**config.mk**
```make
export PLATFORM = sky130hd
export DESIGN_NAME = abcd_core
export DESIGN_NICKNAME = d
export VERILOG_FILES = /design/src/hw/abcd_pkg.sv /design/src/hw/abcd_core.sv
export SDC_FILE = /design/constraint.sdc
export NUM_CORES = 1
export LEC_CHECK = 0
export BUFFER_PORTS_ARGS = -buffer_cell sky130_fd_sc_hd__buf_4
export CAP_MARGIN = 10
export CORE_MARGIN = 2
export CORE_UTILIZATION = 55
export DETAILED_ROUTE_END_ITERATION = 8
export MAX_ROUTING_LAYER = met4
export PLACE_DENSITY_LB_ADDON = 0.05
export SLEW_MARGIN = 0
export SYNTH_ARGS = -nofsm -noshare
export SYNTH_HDL_FRONTEND = slang
export SYNTH_SLANG_ARGS = --single-unit
```
**constraint.sdc**
```tcl
create_clock -name ref_clk -period 4.13 [get_ports ref_clk]
set_input_delay 0.6195 -clock ref_clk [delete_from_list [all_inputs] [get_ports ref_clk]]
set_output_delay 0.6195 -clock ref_clk [all_outputs]
set_load 0.02 [all_outputs]
```
**src/hw/abcd_pkg.sv**
```systemverilog
// Package for the add, AND and branch-on-carry decode and execute block
package abcd_pkg;

  ////////////////////////////////////////////////////////////////////////////
  // Widths
  localparam int unsigned DATA_W  = 8;
  localparam int unsigned INSTR_W = 16;
  localparam int unsigned PC_W    = 16;
  localparam int unsigned DADDR_W = 12;
  localparam int unsigned BANK_W  = 4;
  localparam int unsigned APB_AW  = 8;

  ////////////////////////////////////////////////////////////////////////////
  // Opcode fields
  localparam logic [7:0] OPC_ADD_LIT    = 8'h0F;  // 0000 1111
  localparam logic [7:0] OPC_AND_LIT    = 8'h0B;  // 0000 1011
  localparam logic [7:0] OPC_BR_CARRY   = 8'hE2;  // 1110 0010
  localparam logic [5:0] OPC_ADD_FILE_C = 6'h08;  // 0010 00
  localparam logic [5:0] OPC_ADD_FILE   = 6'h09;  // 0010 01
  localparam logic [5:0] OPC_AND_FILE   = 6'h05;  // 0001 01
  localparam int unsigned DEST_BIT      = 9;
  localparam int unsigned BANKSEL_BIT   = 8;
  localparam logic [INSTR_W-1:0] NOP_WORD = 16'h0000;

  // Access bank: low half maps to bank 0, high half to the top bank
  localparam logic [BANK_W-1:0] ACCESS_LOW_BANK  = 4'h0;
  localparam logic [BANK_W-1:0] ACCESS_HIGH_BANK = 4'hF;

  ////////////////////////////////////////////////////////////////////////////
  // Status flag positions
  localparam int unsigned FLAG_C  = 0;
  localparam int unsigned FLAG_DC = 1;
  localparam int unsigned FLAG_Z  = 2;
  localparam int unsigned FLAG_OV = 3;
  localparam int unsigned FLAG_N  = 4;
  localparam int unsigned FLAGS_W = 5;

  ////////////////////////////////////////////////////////////////////////////
  // Register map (byte addresses)
  localparam logic [APB_AW-1:0] REG_CTRL  = 8'h00;
  localparam logic [APB_AW-1:0] REG_ACC   = 8'h04;
  localparam logic [APB_AW-1:0] REG_FLAGS = 8'h08;
  localparam logic [APB_AW-1:0] REG_BANK  = 8'h0C;
  localparam logic [APB_AW-1:0] REG_PC    = 8'h10;
  localparam logic [APB_AW-1:0] REG_IR    = 8'h14;
  localparam int unsigned CTRL_RUN  = 0;
  localparam int unsigned IR_FLUSH  = 16;

  // Reset values
  localparam logic [DATA_W-1:0]  ACC_RST   = 8'h00;
  localparam logic [FLAGS_W-1:0] FLAGS_RST = 5'h00;
  localparam logic [BANK_W-1:0]  BANK_RST  = 4'h0;
  localparam logic [PC_W-1:0]    PC_RST    = 16'h0000;
  localparam logic [PC_W-1:0]    PC_STEP   = 16'h0002;

  ////////////////////////////////////////////////////////////////////////////
  // Types
  typedef enum logic [3:0] {
    PH_Q1 = 4'b0001,
    PH_Q2 = 4'b0010,
    PH_Q3 = 4'b0100,
    PH_Q4 = 4'b1000
  } abcd_phase_t;

  typedef struct packed {
    logic [DADDR_W-1:0] addr;
    logic [DATA_W-1:0]  wdata;
    logic               we;
  } abcd_dmem_req_t;

  typedef struct packed {
    logic [31:0] prdata;
    logic        pready;
    logic        pslverr;
  } abcd_apb_rsp_t;

endpackage

```
**src/hw/abcd_core.sv**
```systemverilog
// Decode and execute core for literal/register add, AND and branch on carry
//
// What this block does
// [RQ1] Opcode 0000 1111: accumulator plus 8-bit literal into accumulator, one cycle.
// [RQ2] Every add updates negative, overflow, carry, nibble carry and zero flags.
// [RQ3] Opcode 0010 00da: accumulator plus file byte plus carry to destination.
// [RQ4] Destination bit zero writes accumulator; one writes the file byte back.
// [RQ5] Bank bit zero uses the access bank; one uses the bank select register.
// [RQ6] Opcode 0000 1011: accumulator AND literal into accumulator.
// [RQ7] Opcode 0001 01da: accumulator AND file byte to selected destination.
// [RQ8] AND updates only negative and zero; carry, nibble carry, overflow kept.
// [RQ9] Opcode 1110 0010 branches only when carry set; offset -128 to 127.
// [RQ10] Taken branch target is incremented counter plus twice signed offset.
// [RQ11] Branch takes one cycle untaken, two taken, second a no-operation.
// [RQ12] Opcode 0010 01da: accumulator plus file byte to selected destination.
// [RQ13] Data ops decode in Q1, read in Q2, process in Q3, write in Q4.
`timescale 1ns/10ps
module abcd_core
(
  input  wire logic                          ref_clk,    // 20 MHz clock
  input  wire logic                          reset,      // Async reset, active high
  input  wire logic                          psel,       // APB select
  input  wire logic                          penable,    // APB access phase
  input  wire logic                          pwrite,     // APB write
  input  wire logic [abcd_pkg::APB_AW-1:0]   paddr,      // APB byte address
  input  wire logic [31:0]                   pwdata,     // APB write data
  output abcd_pkg::abcd_apb_rsp_t            apb_rsp,    // APB prdata/pready/pslverr
  output logic [abcd_pkg::PC_W-1:0]          prog_addr,  // Program fetch byte address
  input  wire logic [abcd_pkg::INSTR_W-1:0]  prog_data,  // Program word at prog_addr
  output abcd_pkg::abcd_dmem_req_t           dmem_req,   // Data memory address/write
  input  wire logic [abcd_pkg::DATA_W-1:0]   dmem_rdata  // Data byte at dmem_req.addr
);

  ////////////////////////////////////////////////////////////////////////////
  // State
  abcd_pkg::abcd_phase_t              phase;
  logic                               run;
  logic [abcd_pkg::DATA_W-1:0]        acc;
  logic [abcd_pkg::FLAGS_W-1:0]       flags;
  logic [abcd_pkg::BANK_W-1:0]        bank_select_reg;
  logic [abcd_pkg::PC_W-1:0]          pc;
  logic [abcd_pkg::INSTR_W-1:0]       ir;
  logic                               flush;
  logic [abcd_pkg::DATA_W-1:0]        operand;
  logic [abcd_pkg::DATA_W-1:0]        result;
  logic                               take_branch;
  logic [abcd_pkg::DADDR_W-1:0]       dmem_addr;
  logic [abcd_pkg::DATA_W-1:0]        dmem_wdata;
  logic                               dmem_we;
  logic [31:0]                        prdata;
  logic                               pslverr;

  ////////////////////////////////////////////////////////////////////////////
  // Decode
  wire        op_add_lit    = ~flush & (ir[15:8] == abcd_pkg::OPC_ADD_LIT);        // RQ1
  wire        op_and_lit    = ~flush & (ir[15:8] == abcd_pkg::OPC_AND_LIT);        // RQ6
  wire        op_br_carry   = ~flush & (ir[15:8] == abcd_pkg::OPC_BR_CARRY);       // RQ9
  wire        op_add_file_c = ~flush & (ir[15:10] == abcd_pkg::OPC_ADD_FILE_C);    // RQ3
  wire        op_add_file   = ~flush & (ir[15:10] == abcd_pkg::OPC_ADD_FILE);      // RQ12
  wire        op_and_file   = ~flush & (ir[15:10] == abcd_pkg::OPC_AND_FILE);      // RQ7
  wire        op_file       = op_add_file_c | op_add_file | op_and_file;
  wire        op_add        = op_add_lit | op_add_file | op_add_file_c;
  wire        op_and        = op_and_lit | op_and_file;
  wire        dest_file     = op_file & ir[abcd_pkg::DEST_BIT];                    // RQ4
  wire        use_bsr       = ir[abcd_pkg::BANKSEL_BIT];

  // Access bank splits the 8-bit address space between the low and top banks
  wire [abcd_pkg::BANK_W-1:0] access_bank = ir[7] ? abcd_pkg::ACCESS_HIGH_BANK
                                                  : abcd_pkg::ACCESS_LOW_BANK;
  wire [abcd_pkg::BANK_W-1:0] eff_bank    = use_bsr ? bank_select_reg : access_bank;   // RQ5
  wire [abcd_pkg::DADDR_W-1:0] file_addr  = {eff_bank, ir[7:0]};

  ////////////////////////////////////////////////////////////////////////////
  // Arithmetic
  wire       carry_in  = op_add_file_c & flags[abcd_pkg::FLAG_C];                  // RQ3
  wire [8:0] sum9      = {1'b0, acc} + {1'b0, operand} + {8'h00, carry_in};
  wire [4:0] low_sum   = {1'b0, acc[3:0]} + {1'b0, operand[3:0]} + {4'h0, carry_in};
  wire [7:0] and_val   = acc & operand;
  wire [7:0] alu_val   = op_and ? and_val : sum9[7:0];
  // Overflow: like-signed inputs giving an unlike-signed sum
  wire       add_ov    = (acc[7] == operand[7]) & (sum9[7] != acc[7]);

  // Flag image after the process phase
  logic [abcd_pkg::FLAGS_W-1:0] next_flags;
  always_comb
  begin
    next_flags = flags;
    if (op_add)
    begin
      next_flags[abcd_pkg::FLAG_C]  = sum9[8];                                     // RQ2
      next_flags[abcd_pkg::FLAG_DC] = low_sum[4];                                  // RQ2
      next_flags[abcd_pkg::FLAG_OV] = add_ov;                                      // RQ2
      next_flags[abcd_pkg::FLAG_N]  = sum9[7];                                     // RQ2
      next_flags[abcd_pkg::FLAG_Z]  = (sum9[7:0] == 8'h00);                        // RQ2
    end
    else if (op_and)
    begin
      next_flags[abcd_pkg::FLAG_N]  = and_val[7];                                  // RQ8
      next_flags[abcd_pkg::FLAG_Z]  = (and_val == 8'h00);                          // RQ8
    end
  end

  // Branch target: counter already points past this word
  wire [abcd_pkg::PC_W-1:0] br_offset = {{7{ir[7]}}, ir[7:0], 1'b0};              // RQ10
  wire [abcd_pkg::PC_W-1:0] br_target = pc + br_offset;                            // RQ10

  ////////////////////////////////////////////////////////////////////////////
  // APB decode
  wire apb_setup  = psel & ~penable;
  wire apb_access = psel & penable;
  wire hit_ctrl   = (paddr == abcd_pkg::REG_CTRL);
  wire hit_acc    = (paddr == abcd_pkg::REG_ACC);
  wire hit_flags  = (paddr == abcd_pkg::REG_FLAGS);
  wire hit_bank   = (paddr == abcd_pkg::REG_BANK);
  wire hit_pc     = (paddr == abcd_pkg::REG_PC);
  wire hit_ir     = (paddr == abcd_pkg::REG_IR);
  wire hit_any    = hit_ctrl | hit_acc | hit_flags | hit_bank | hit_pc | hit_ir;
  wire wr_commit  = apb_access & pwrite;
  // Core state is only writable while halted, so software never races the core
  wire wr_halted  = wr_commit & ~run;

  logic [31:0] rd_mux;
  always_comb
  begin
    rd_mux = 32'h0000_0000;
    if (hit_ctrl)
      rd_mux[abcd_pkg::CTRL_RUN] = run;
    else if (hit_acc)
      rd_mux[abcd_pkg::DATA_W-1:0] = acc;
    else if (hit_flags)
      rd_mux[abcd_pkg::FLAGS_W-1:0] = flags;
    else if (hit_bank)
      rd_mux[abcd_pkg::BANK_W-1:0] = bank_select_reg;
    else if (hit_pc)
      rd_mux[abcd_pkg::PC_W-1:0] = pc;
    else if (hit_ir)
      rd_mux[abcd_pkg::IR_FLUSH:0] = {flush, ir};
  end

  // Read data and error are captured in setup, so no wait state is needed
  always_ff @(posedge ref_clk or posedge reset)
  begin
    if (reset)
    begin
      prdata  <= 32'h0000_0000;
      pslverr <= 1'b0;
    end
    else if (apb_setup)
    begin
      prdata  <= pwrite ? 32'h0000_0000 : rd_mux;
      pslverr <= ~hit_any;
    end
  end

  assign apb_rsp.prdata  = prdata;
  assign apb_rsp.pready  = 1'b1;
  assign apb_rsp.pslverr = pslverr;

  ////////////////////////////////////////////////////////////////////////////
  // Run control
  always_ff @(posedge ref_clk or posedge reset)
  begin
    if (reset)
      run <= 1'b0;
    else if (wr_commit & hit_ctrl)
      run <= pwdata[abcd_pkg::CTRL_RUN];
  end

  // Phase sequencer; freezes in place while halted
  always_ff @(posedge ref_clk or posedge reset)
  begin
    if (reset)
      phase <= abcd_pkg::PH_Q1;
    else if (run)
    begin
      unique case (phase)
        abcd_pkg::PH_Q1: phase <= abcd_pkg::PH_Q2;
        abcd_pkg::PH_Q2: phase <= abcd_pkg::PH_Q3;
        abcd_pkg::PH_Q3: phase <= abcd_pkg::PH_Q4;
        abcd_pkg::PH_Q4: phase <= abcd_pkg::PH_Q1;
      endcase
    end
  end

  wire q1 = run & (phase == abcd_pkg::PH_Q1);
  wire q2 = run & (phase == abcd_pkg::PH_Q2);
  wire q3 = run & (phase == abcd_pkg::PH_Q3);
  wire q4 = run & (phase == abcd_pkg::PH_Q4);

  ////////////////////////////////////////////////////////////////////////////
  // Q1 decode: present the file address
  always_ff @(posedge ref_clk or posedge reset)
  begin
    if (reset)
      dmem_addr <= {abcd_pkg::DADDR_W{1'b0}};
    else if (q1 & op_file)
      dmem_addr <= file_addr;                                                      // RQ13
  end

  // Q2 read: literal or file byte into the operand latch
  always_ff @(posedge ref_clk or posedge reset)
  begin
    if (reset)
      operand <= 8'h00;
    else if (q2)
      operand <= op_file ? dmem_rdata : ir[7:0];                                   // RQ13
  end

  // Q3 process: result, flags and branch decision
  always_ff @(posedge ref_clk or posedge reset)
  begin
    if (reset)
    begin
      result      <= 8'h00;
      take_branch <= 1'b0;
      dmem_wdata  <= 8'h00;
      dmem_we     <= 1'b0;
    end
    else if (q3)
    begin
      result      <= alu_val;                                                      // RQ13
      take_branch <= op_br_carry & flags[abcd_pkg::FLAG_C];                        // RQ9
      dmem_wdata  <= alu_val;
      dmem_we     <= dest_file;                                                    // RQ4
    end
    else if (q4)
      dmem_we     <= 1'b0;
  end

  always_ff @(posedge ref_clk or posedge reset)
  begin
    if (reset)
      flags <= abcd_pkg::FLAGS_RST;
    else if (q3)
      flags <= next_flags;                                                         // RQ2 RQ8
    else if (wr_halted & hit_flags)
      flags <= pwdata[abcd_pkg::FLAGS_W-1:0];
  end

  // Q4 write: accumulator destination
  always_ff @(posedge ref_clk or posedge reset)
  begin
    if (reset)
      acc <= abcd_pkg::ACC_RST;
    else if (q4 & (op_add_lit | op_and_lit | ((op_add | op_and) & ~dest_file)))
      acc <= result;                                                               // RQ1 RQ6 RQ13
    else if (wr_halted & hit_acc)
      acc <= pwdata[abcd_pkg::DATA_W-1:0];
  end

  always_ff @(posedge ref_clk or posedge reset)
  begin
    if (reset)
      bank_select_reg <= abcd_pkg::BANK_RST;
    else if (wr_halted & hit_bank)
      bank_select_reg <= pwdata[abcd_pkg::BANK_W-1:0];
  end

  ////////////////////////////////////////////////////////////////////////////
  // Fetch. A taken branch discards the word fetched behind it, so the
  // following cycle runs as a no-operation while the new target is fetched.
  always_ff @(posedge ref_clk or posedge reset)
  begin
    if (reset)
    begin
      pc    <= abcd_pkg::PC_RST;
      ir    <= abcd_pkg::NOP_WORD;
      flush <= 1'b1;
    end
    else if (q4 & take_branch)
    begin
      pc    <= br_target;                                                          // RQ10
      ir    <= abcd_pkg::NOP_WORD;
      flush <= 1'b1;                                                               // RQ11
    end
    else if (q4)
    begin
      pc    <= pc + abcd_pkg::PC_STEP;                                             // RQ11
      ir    <= prog_data;
      flush <= 1'b0;
    end
    else if (wr_halted & hit_pc)
    begin
      pc    <= pwdata[abcd_pkg::PC_W-1:0];
      ir    <= abcd_pkg::NOP_WORD;
      flush <= 1'b1;
    end
  end

  assign prog_addr      = pc;
  assign dmem_req.addr  = dmem_addr;
  assign dmem_req.wdata = dmem_wdata;
  assign dmem_req.we    = dmem_we;

endmodule

```
==> impl_metrics.yaml, run 1 <==
status:
  status: "completed"
yosys:
  avgSynthCellArea_sq_um: 9.17
  synth_edf_count: 0
  synthArstFlopShare_pct: 100
  ys.warnings.count: 0
  synth_flop_cell: "dfrtp_1"
  ys_seq_area_share_pct: 40.5
  netlist_area_sq_um: 6370
  synth_cell_types: 71
  syn_inst: 695
  ys_ff_latch: 103
setup_path:
  path_class: "reg -> reg"
  cp-start-kind: "register"
  cpMaxStageDelayCell: "or4_1"
  r2r-start: "ir[15]"
  rr_endpoint: "flags[2]"
  critPathRequiredTime_ps: 4400
  path_cells: "nor3_1 -> nand4_1 -> fa_1 -> fa_1 -> nor2b_1 -> o21ai_0 -> nand2_1 -> xnor2_1 -> or4_1 -> or3_1 -> o31ai_2"
  r2r_cells: 11
  worstPathArrival_ps: 3710
  worst_path_most_repeated_cell: "fa_1"
  cp_num_buf_inv: 0
  startpoint: "ir[15]"
  max_stage_delay_ps: 460
  crit_family: "simple AND/OR/NAND/NOR gates"
  critPathMaxFanout: 5
  endpoint_kind: "register"
  regToRegSetupSlack_ps: 690
timing:
  drv_slew: 0
  max_slew.worst_pin.slew_ps: 959
  setup_tns_ps: 0
  finClkSkew_ps: 8.32
  relSlewSlack_pct: 36.0
  grt_setup_unrepaired: "false"
  finalCriticalPeriod_ps: 3440
  period_share_pct: 83.3
  finalSetupViolCount: 0
  finalHoldViolCount: 0
  fmaxAchievable_ghz: 0.291
final_layout:
  final_cell_mix: "buf_4 (115), dfrtp_1 (101), nand2_1 (62)"
  largest_register_ffs: 17
  fin_area_sq_um: 7490
  regMostFlops: "prdata"
  post-route-util_pct: 65.8
  antenna_cells: 0
  fillers: 945
  nets: 878
  syn2layout_area_growth_pct: 17.5
  layout-drive-gt1-share_pct: 20.6
  final_common_cell: "buf_4"
power:
  switching_share_pct: 26.3
  leakage_nw: 3.63
  power.switching_uw: 572
  ir_drop_v: 0.000346
  power_frac_seq_pct: 48.6
  p_comb_share_pct: 10.7
  clockPowerShare_pct: 40.7
  p_int_mw: 1.60
  power_density_nw_per_um2: 290
  power_mw: 2.17
global_routing:
  grt_max_degree: 49
  overflow: 0
  grt_pass1_vias: 5551
  grt_util_all_layers_pct: 31.2
  antenna_found_initial: 0
  grt_pass1_wl_um: 29500
clocking:
  clkTransAtPathRegs_ps: 70
  ctsResizeCount: 0
  ctsHoldBuffers: 0
  clk_latency_ps: 360
  cts_root_buffer: "clkbuf_16"
  clockBufferDepth: 2
  numCtsBuffers: 9
  post_cts_buffers: 0
  cts.sinks: 103
  cts_tree: "built"
  htreeDepth: 3
route:
  num_vias: 5802
  routed.top_layer: "met4"
  drt_iter0_drc: 564
  avgRoutedWirePerCell_um: 20.0
  ant_nets: 0
  first_pass_iters: 6
  dr_wl_met3_um: 1180
  wl_met1_um: 7990
  routed_wl_um: 18600
  route.detailed.drc: 0
  via_per_inst: 6.23
  met2_length_um: 9070
place:
  placed_cell_area_sq_um: 7180
  portBuffers: 107
  place_congestion: 0.957
  dpl.hpwl_um: 14100
die:
  placementRows: 39
  start_util_pct: 56.0
  die-area_sq_um: 12500
  top_level_ports: 140
  die_h_um: 112
  die_w_um: 112
  core_area_sq_um: 11400
flow_run:
  drv_cap: 0
worst_hold_path:
  hp-class: "in -> async"
## cell usage after synthesis (5+ instances only)
| master | instances | share of area (%) |
|---|---|---|
| mux2_2 | 15 | 2.7 |
| o211ai_1 | 6 | 0.71 |
| nor2b_1 | 12 | 1.2 |
| and2_1 | 5 | 0.49 |
| nand4_1 | 7 | 0.69 |
| a222oi_1 | 9 | 1.4 |
| inv_1 | 32 | 1.9 |
| a211oi_1 | 11 | 1.3 |
| nand3_1 | 21 | 1.6 |
| a21oi_1 | 44 | 3.5 |
| nand2_1 | 62 | 3.7 |
| nand2b_1 | 8 | 0.79 |
| o21ai_0 | 58 | 4.6 |
| dfrtp_1 | 101 | 40 |
| clkbuf_1 | 23 | 1.4 |
| and3_1 | 8 | 0.79 |
| ha_1 | 23 | 4.5 |
| buf_4 | 21 | 2.5 |
| buf_2 | 6 | 0.47 |
| a221oi_1 | 7 | 0.96 |
| a22oi_1 | 8 | 0.94 |
| a22o_1 | 18 | 2.5 |
| a31oi_1 | 6 | 0.59 |
| xor2_1 | 8 | 1.1 |
| nor4_1 | 5 | 0.49 |
| nor3_1 | 11 | 0.86 |
| xnor2_1 | 10 | 1.4 |
| nor2_1 | 56 | 3.3 |
| mux2i_1 | 22 | 3.5 |
## worst max path at each step
stage                to  slack (ps)  cells past startpoint
2_1_floorplan    acc[0]         810                      1
5_1_grt        flags[2]         480                     11
3_5_place_dp   flags[2]         740                     11
6_report       flags[2]         690                     11
4_1_cts        flags[2]         730                     11
3_3_place_gp   flags[2]         790                     11
## power by group through the flow
stage	Clock [mW]	Combinational, mW	Sequential, mW
2_1_floorplan	0	0.151	1.07
3_3_place_gp	0	0.227	1.07
3_5_place_dp	0	0.232	1.07
4_1_cts	0.897	0.233	1.05
5_1_grt	0.935	0.259	1.06
6_report	0.885	0.233	1.06
## kinds of logic (layout without fill, tap and decap cells)
logic type               count (synthesis)  count (layout)  synth area share (%)
XOR/XNOR                                18              18                  2.47
other                                    2              16                 0.118
AND/OR/NAND/NOR                        219             219                  17.2
flip-flops                             103             103                  40.5
buffers and inverters                   84             163                  6.42
multiplexers                            38              38                  6.46
AO/OA/AOI/OAI                          205             205                  21.4
adder cells (fa/ha/maj)                 26              26                  5.46
## worst reg2reg max path, delay by kind of cell (launching register included)
kind / cells / cell delay [ps]
AO/OA/AOI/OAI: 2 / 290
XOR/XNOR: 1 / 90
adder cells (fa/ha/maj): 2 / 880
flip-flops: 1 / 450
AND/OR/NAND/NOR: 6 / 1650
## routing by layer
layer,up-vias,track usage (%)
met3,32,6.48
met2,232,48.6
met5,-,-
met1,2856,41.4
met4,0,9.55
li1,2682,-
## layout make-up
cell class                 instances  area (sq um)  share of cell area (%)
multi-input combinational        522          3440                    45.9
timing repair buffer             115           863                    11.5
sequential                       103          2580                    34.5
clock inverter                     7          80.1                    1.07
inverter                          32           123                    1.64
tap                              143           179                    2.39
clock buffer                       9           225                    3.01
## metrics by stage
| stage | hold WS (ps) | setup slack [ps] | std cells |
|---|---|---|---|
| after floorplan | 451 | 810 | 709 |
| after global placement | 472 | 790 | 915 |
| after detailed placement | 472 | 739 | 915 |
| after CTS | 362 | 727 | 931 |
| after global routing | 398 | 484 | 931 |
| final | 347 | 691 | 931 |
Note: power is estimated with default switching activity, not from simulation.
==> run 2: changes to the inputs <==
--- a/config.mk
+++ b/config.mk
@@ -5,10 +5,11 @@
 export SDC_FILE = /design/constraint.sdc
 export NUM_CORES = 1
 export LEC_CHECK = 0
+export ABC_AREA = 1
 export BUFFER_PORTS_ARGS = -buffer_cell sky130_fd_sc_hd__buf_4
 export CAP_MARGIN = 10
 export CORE_MARGIN = 2
-export CORE_UTILIZATION = 55
+export CORE_UTILIZATION = 51
 export DETAILED_ROUTE_END_ITERATION = 8
 export MAX_ROUTING_LAYER = met4
 export PLACE_DENSITY_LB_ADDON = 0.05
==> constraint.sdc (replaced) <==
create_clock -name ref_clk -period 2.9 [get_ports ref_clk]
set_input_delay 0.435 -clock ref_clk [delete_from_list [all_inputs] [get_ports ref_clk]]
set_output_delay 0.435 -clock ref_clk [all_outputs]
set_load 0.02 [all_outputs]
==> impl_metrics.yaml, run 2 <==
yosys:
  ys_ff_latch: 103
  synth_cell_types: 52
  syn_inst: 960
  ys.warnings.count: 0
  synth_edf_count: 0
  synth_xor_area_share_pct: 0.885
  synth_area_leaders: "dfrtp_1 (36%), nand2_1 (14%), o21ai_0 (6.0%)"
  synth_mux_area_share_pct: 0.488
  ys_top_cells_by_count: "nand2_1 (256), inv_1 (108), dfrtp_1 (101), nor2_1 (83), o21ai_0 (83)"
  synth_largest_area_cell: "dfrtp_1"
  synth_most_common_cell: "nand2_1"
  synthArstFlopShare_pct: 100
  avgSynthCellArea_sq_um: 7.22
  synth_top_family_by_area: "simple AND/OR/NAND/NOR gates"
  yosys.area_share.adder_pct: 5.02
  synth_top_area_share_pct: 36.5
  synthSimpleGateAreaFrac_pct: 30.6
  synth_flop_cell: "dfrtp_1"
  ys_seq_area_share_pct: 37.2
  netlist_area_sq_um: 6930
  synth_compound_area_share_pct: 15.2
clocking:
  cts_root_buffer: "clkbuf_16"
  cts.sinks: 103
  numCtsBuffers: 9
  cts_tree: "built"
  clk_latency_ps: 350
  clockBufferDepth: 2
  htreeDepth: 3
  clkTransAtPathRegs_ps: 70
setup_path:
  crit_family: "simple AND/OR/NAND/NOR gates"
  endpoint_kind: "register"
  path_class: "reg -> reg"
  startpoint: "ir[11]"
  path_cells: "nor3_4 -> nand4_1 -> fa_1 -> fa_1 -> inv_1 -> nand3_1 -> nand2_1 -> nand2_1 -> nand2_1 -> nand3_1 -> nor2_1 -> nand3_1 -> nand2_1 -> nand2_1 -> nand2_1"
  critPathMaxFanout: 5
  critPathRequiredTime_ps: 3190
  cpMaxStageDelayCell: "dfrtp_1"
  worst_path_most_repeated_cell: "nand2_1"
  worstPathArrival_ps: 2970
  max_stage_delay_ps: 450
  cp-start-kind: "register"
  cp_num_buf_inv: 1
  r2r-start: "ir[11]"
timing:
  max_slew.worst_pin.slew_ps: 562
  fmaxAchievable_ghz: 0.372
  setup_tns_ps: 0
  finalHoldViolCount: 0
  finalSetupViolCount: 0
  drv_slew: 0
  finClkSkew_ps: 4.83
  finalCriticalPeriod_ps: 2690
  grt_setup_unrepaired: "false"
  period_share_pct: 92.6
  relSlewSlack_pct: 62.5
power:
  power_mw: 3.22
  leakage_nw: 4.17
  p_int_mw: 2.39
  clockPowerShare_pct: 41.9
  switching_share_pct: 25.7
  ir_drop_v: 0.000274
  power.switching_uw: 826
  p_comb_share_pct: 11.7
  power_frac_seq_pct: 46.4
  power_density_nw_per_um2: 395
final_layout:
  layout-drive-gt1-share_pct: 16.4
  syn2layout_area_growth_pct: 17.5
  antenna_cells: 0
  nets: 1158
  fin_area_sq_um: 8140
  final_cells: 1244
  final_cell_mix: "nand2_1 (256), buf_4 (113), inv_1 (107)"
  regMostFlops: "prdata"
  final_common_cell: "nand2_1"
  largest_register_ffs: 17
place:
  dpl.hpwl_um: 16200
  placed_cell_area_sq_um: 7810
  place_congestion: 0.951
  dp_cells: 1228
  portBuffers: 107
route:
  route.detailed.drc: 0
  ant_nets: 0
  via_per_inst: 5.50
  first_pass_iters: 5
  num_vias: 6838
  routed_wl_um: 20700
  avgRoutedWirePerCell_um: 16.6
  drt_iter0_drc: 606
die:
  die_h_um: 121
  placementRows: 42
  die-area_sq_um: 14500
  die_w_um: 121
  top_level_ports: 140
  start_util_pct: 52.3
  core_area_sq_um: 13200
worst_hold_path:
  hp-class: "in -> async"
global_routing:
  antenna_found_initial: 0
  grt_max_degree: 60
  grt_util_all_layers_pct: 29.9
  overflow: 0
  grt_pass1_wl_um: 32300
  grt_pass1_vias: 6062
flow_run:
  drv_cap: 0
status:
  status: "completed"
## run 2: cell count changes after synthesis, sizes merged, moves of 17 or more
| cell | change |
|---|---|
| mux2i | -22 |
| clkbuf | -19 |
| a22o | -18 |
| nand4 | +17 |
| o21ai | +38 |
| inv | +87 |
| nand3 | +49 |
| nor2 | +35 |
| nand2 | +199 |
## run 2: final timing paths
path                                end  slack, ps  depth (start not counted)
min in group ref_clk              ir[1]        290                          3
max                            flags[2]        210                         15
min reg2reg                  prdata[15]        480                          2
max reg2reg                    flags[2]        210                         15
min                        dmem_addr[2]        100                          2
max in group asynchronous         flush       2050                          3
## run 2: layout make-up
cell class	count	area (sq um)
well taps	176	220
flip-flops and latches	103	2580
repair buffers	114	868
multi-input cells	714	3680
clock inverters	4	77.6
clock buffers	12	246
inverters	121	469
fillers	1288	5100
## run 2: worst reg2reg max path: cells and delay by family (launching register included)
kind	cells	cell delay, ps
buf+inv	1	90
simple gates	12	1200
fa+ha+maj	2	870
flops	1	450
## run 2: power by group through the flow
stage	Clock, mW	Sequential (mW)	Combinational, mW
floorplan	0	1.51	0.255
global placement	0	1.52	0.371
detailed placement	0	1.52	0.374
CTS	1.37	1.49	0.376
global route	1.43	1.49	0.421
finish	1.35	1.49	0.377
## run 2: logic make-up (layout without fill, tap and decap cells)
kind of cell,after synthesis,after routing
AOI/OAI and AO/OA,194,194
xor gates and xnor gates,7,7
adders and majority gates,26,26
buffers and inverters,157,251
DFF,103,103
muxes,3,3
other,2,16
and+or+nand+nor,468,468
## run 2: per-stage QoR
stage               setup slack, ps  hold WS, ps  util, %
floorplan                       601          454        -
global route                   31.1          136     61.5
detailed placement              194          469     59.0
finish                          215          104     61.5
CTS                             168          109     61.5
global placement                235          464     59.0
## run 2: metal layers
metal	GRT usage (%)	share of wire, %
met5	-	0
met4	7.99	1.7
met3	5.80	8.1
met2	42.8	44
met1	43.5	47
## run 2: repair_timing
item                                    CTS  global route
hold buffers                              0             0
resized for setup                         0             1
endpoints found under the setup margin    0             1
setup buffers                             0             0
==> run 3: changes to the inputs <==
--- a/config.mk
+++ b/config.mk
@@ -12,7 +12,7 @@
 export CORE_UTILIZATION = 51
 export DETAILED_ROUTE_END_ITERATION = 8
 export MAX_ROUTING_LAYER = met4
-export PLACE_DENSITY_LB_ADDON = 0.05
+export PLACE_DENSITY = 0.82
 export SLEW_MARGIN = 0
 export SYNTH_ARGS = -nofsm -noshare
 export SYNTH_HDL_FRONTEND = slang
==> impl_metrics.yaml, run 3 (same netlist as run 2, synthesis figures left out) <==
route:
  via_per_inst: 5.54
  routed_wl_um: 20700
  num_vias: 6888
  ant_nets: 0
  drt_iter0_drc: 826
  avgRoutedWirePerCell_um: 16.7
  route.detailed.drc: 0
  first_pass_iters: 5
setup_path:
  path_class: "reg -> reg"
  cp-start-kind: "register"
  critPathMaxFanout: 5
  endpoint_kind: "register"
  regToRegSetupSlack_ps: 200
  rr_endpoint: "flags[2]"
  r2r_cells: 15
  critPathRequiredTime_ps: 3190
  worstPathArrival_ps: 2990
  r2r-start: "ir[11]"
timing:
  grt_setup_unrepaired: "false"
  relSlewSlack_pct: 56.1
  fmaxAchievable_ghz: 0.370
  finClkSkew_ps: 6.90
  max_slew.worst_pin.slew_ps: 657
  finalHoldViolCount: 0
  drv_slew: 0
  setup_tns_ps: 0
  finalCriticalPeriod_ps: 2700
  period_share_pct: 93.1
  finalSetupViolCount: 0
place:
  placed_cell_area_sq_um: 7810
  dpl.hpwl_um: 16200
  place_congestion: 0.990
  portBuffers: 107
clocking:
  htreeDepth: 3
  cts.sinks: 103
  ctsHoldBuffers: 0
  clkTransAtPathRegs_ps: 70
  clk_latency_ps: 350
  clockBufferDepth: 2
  numCtsBuffers: 9
  cts_root_buffer: "clkbuf_16"
  post_cts_buffers: 0
  cts_tree: "built"
  ctsResizeCount: 0
die:
  start_util_pct: 52.3
  die-area_sq_um: 14500
  die_w_um: 121
  placementRows: 42
  core_area_sq_um: 13200
  die_h_um: 121
  top_level_ports: 140
final_layout:
  fin_area_sq_um: 8100
  regMostFlops: "prdata"
  final_cell_mix: "nand2_1 (256), buf_4 (112), inv_1 (107)"
  nets: 1157
  syn2layout_area_growth_pct: 17.0
  antenna_cells: 0
  largest_register_ffs: 17
  final_common_cell: "nand2_1"
  layout-drive-gt1-share_pct: 16.5
global_routing:
  grt_max_degree: 46
  gr-usage-met3_pct: 5.47
  grt_pass1_wl_um: 33200
  gr-usage-met1_pct: 40.7
  grt_util_all_layers_pct: 30.2
  overflow: 0
  antenna_found_initial: 0
  grt_pass1_vias: 6399
  met2_usage_pct: 46.8
  grt.busiest_layer: "met2"
flow_run:
  drv_cap: 0
power:
  ir_drop_v: 0.000335
  power_density_nw_per_um2: 383
  leakage_nw: 4.16
status:
  status: "completed"
worst_hold_path:
  hp-class: "in -> async"
## run 3: cell count changes in the layout (fill, tap and decap cells not counted)
cell        before  now
buf_4          113  112
bufinv_16        2    1
clkbuf_1         2    0
clkbuf_8         1    0
clkinv_2         1    4
clkinvlp_4       1    2
inv_6            2    1
inv_8            0    1
nor3_2           1    2
nor3_4           2    1
## run 3: metal layers
metal  wire (um)  up-vias
met5           0        -
met4         408        0
met3        1530       32
met2        9700      322
met1        9090     3186
li1            -     3348
## run 3: power by group
part           switching [mW]  internal, mW
logic                   0.232         0.144
clock network           0.562         0.673
registers              0.0316          1.46
total                   0.825          2.28
## run 3: cell type report
class	instances	area, sq um
clock buffers	9	225
clock inverters	7	72.6
fillers	1223	5140
inverters	121	469
multi-input cells	714	3680
flip-flops and latches	103	2580
well taps	176	220
repair buffers	113	861
## run 3: worst max-delay path by stage
stage / start / endpoint / depth (start not counted)
3_3_place_gp: ir[11] / flags[2] / 15
6_report: ir[11] / flags[2] / 15
5_1_grt: ir[11] / flags[2] / 15
4_1_cts: ir[11] / flags[2] / 15
2_1_floorplan: ir[11] / flags[2] / 15
3_5_place_dp: ir[11] / flags[2] / 15
## run 3: critical path: stages (launching register included)
cell and delay (ps):
dfrtp_1 430, nor3_2 280, nand4_1 200, fa_1 450
fa_1 420, inv_1 100, nand3_1 90, nand2_1 100
nand2_1 50, nand2_1 80, nand3_1 70, nor2_1 120
nand3_1 70, nand2_1 70, nand2_1 50, nand2_1 60
## run 3: through the flow
stage / setup WS [ps] / utilization (%) / instances / power (mW) / hold WS [ps]
5_1_grt: 22.1 / 61.2 / 1243 / 3.23 / 69.6
6_report: 200 / 61.2 / 1243 / 3.10 / 56.2
2_1_floorplan: 601 / - / 974 / 1.77 / 454
3_5_place_dp: 243 / 58.9 / 1227 / 1.89 / 432
3_3_place_gp: 273 / 58.9 / 1227 / 1.89 / 431
4_1_cts: 218 / 61.2 / 1243 / 3.11 / 53.9
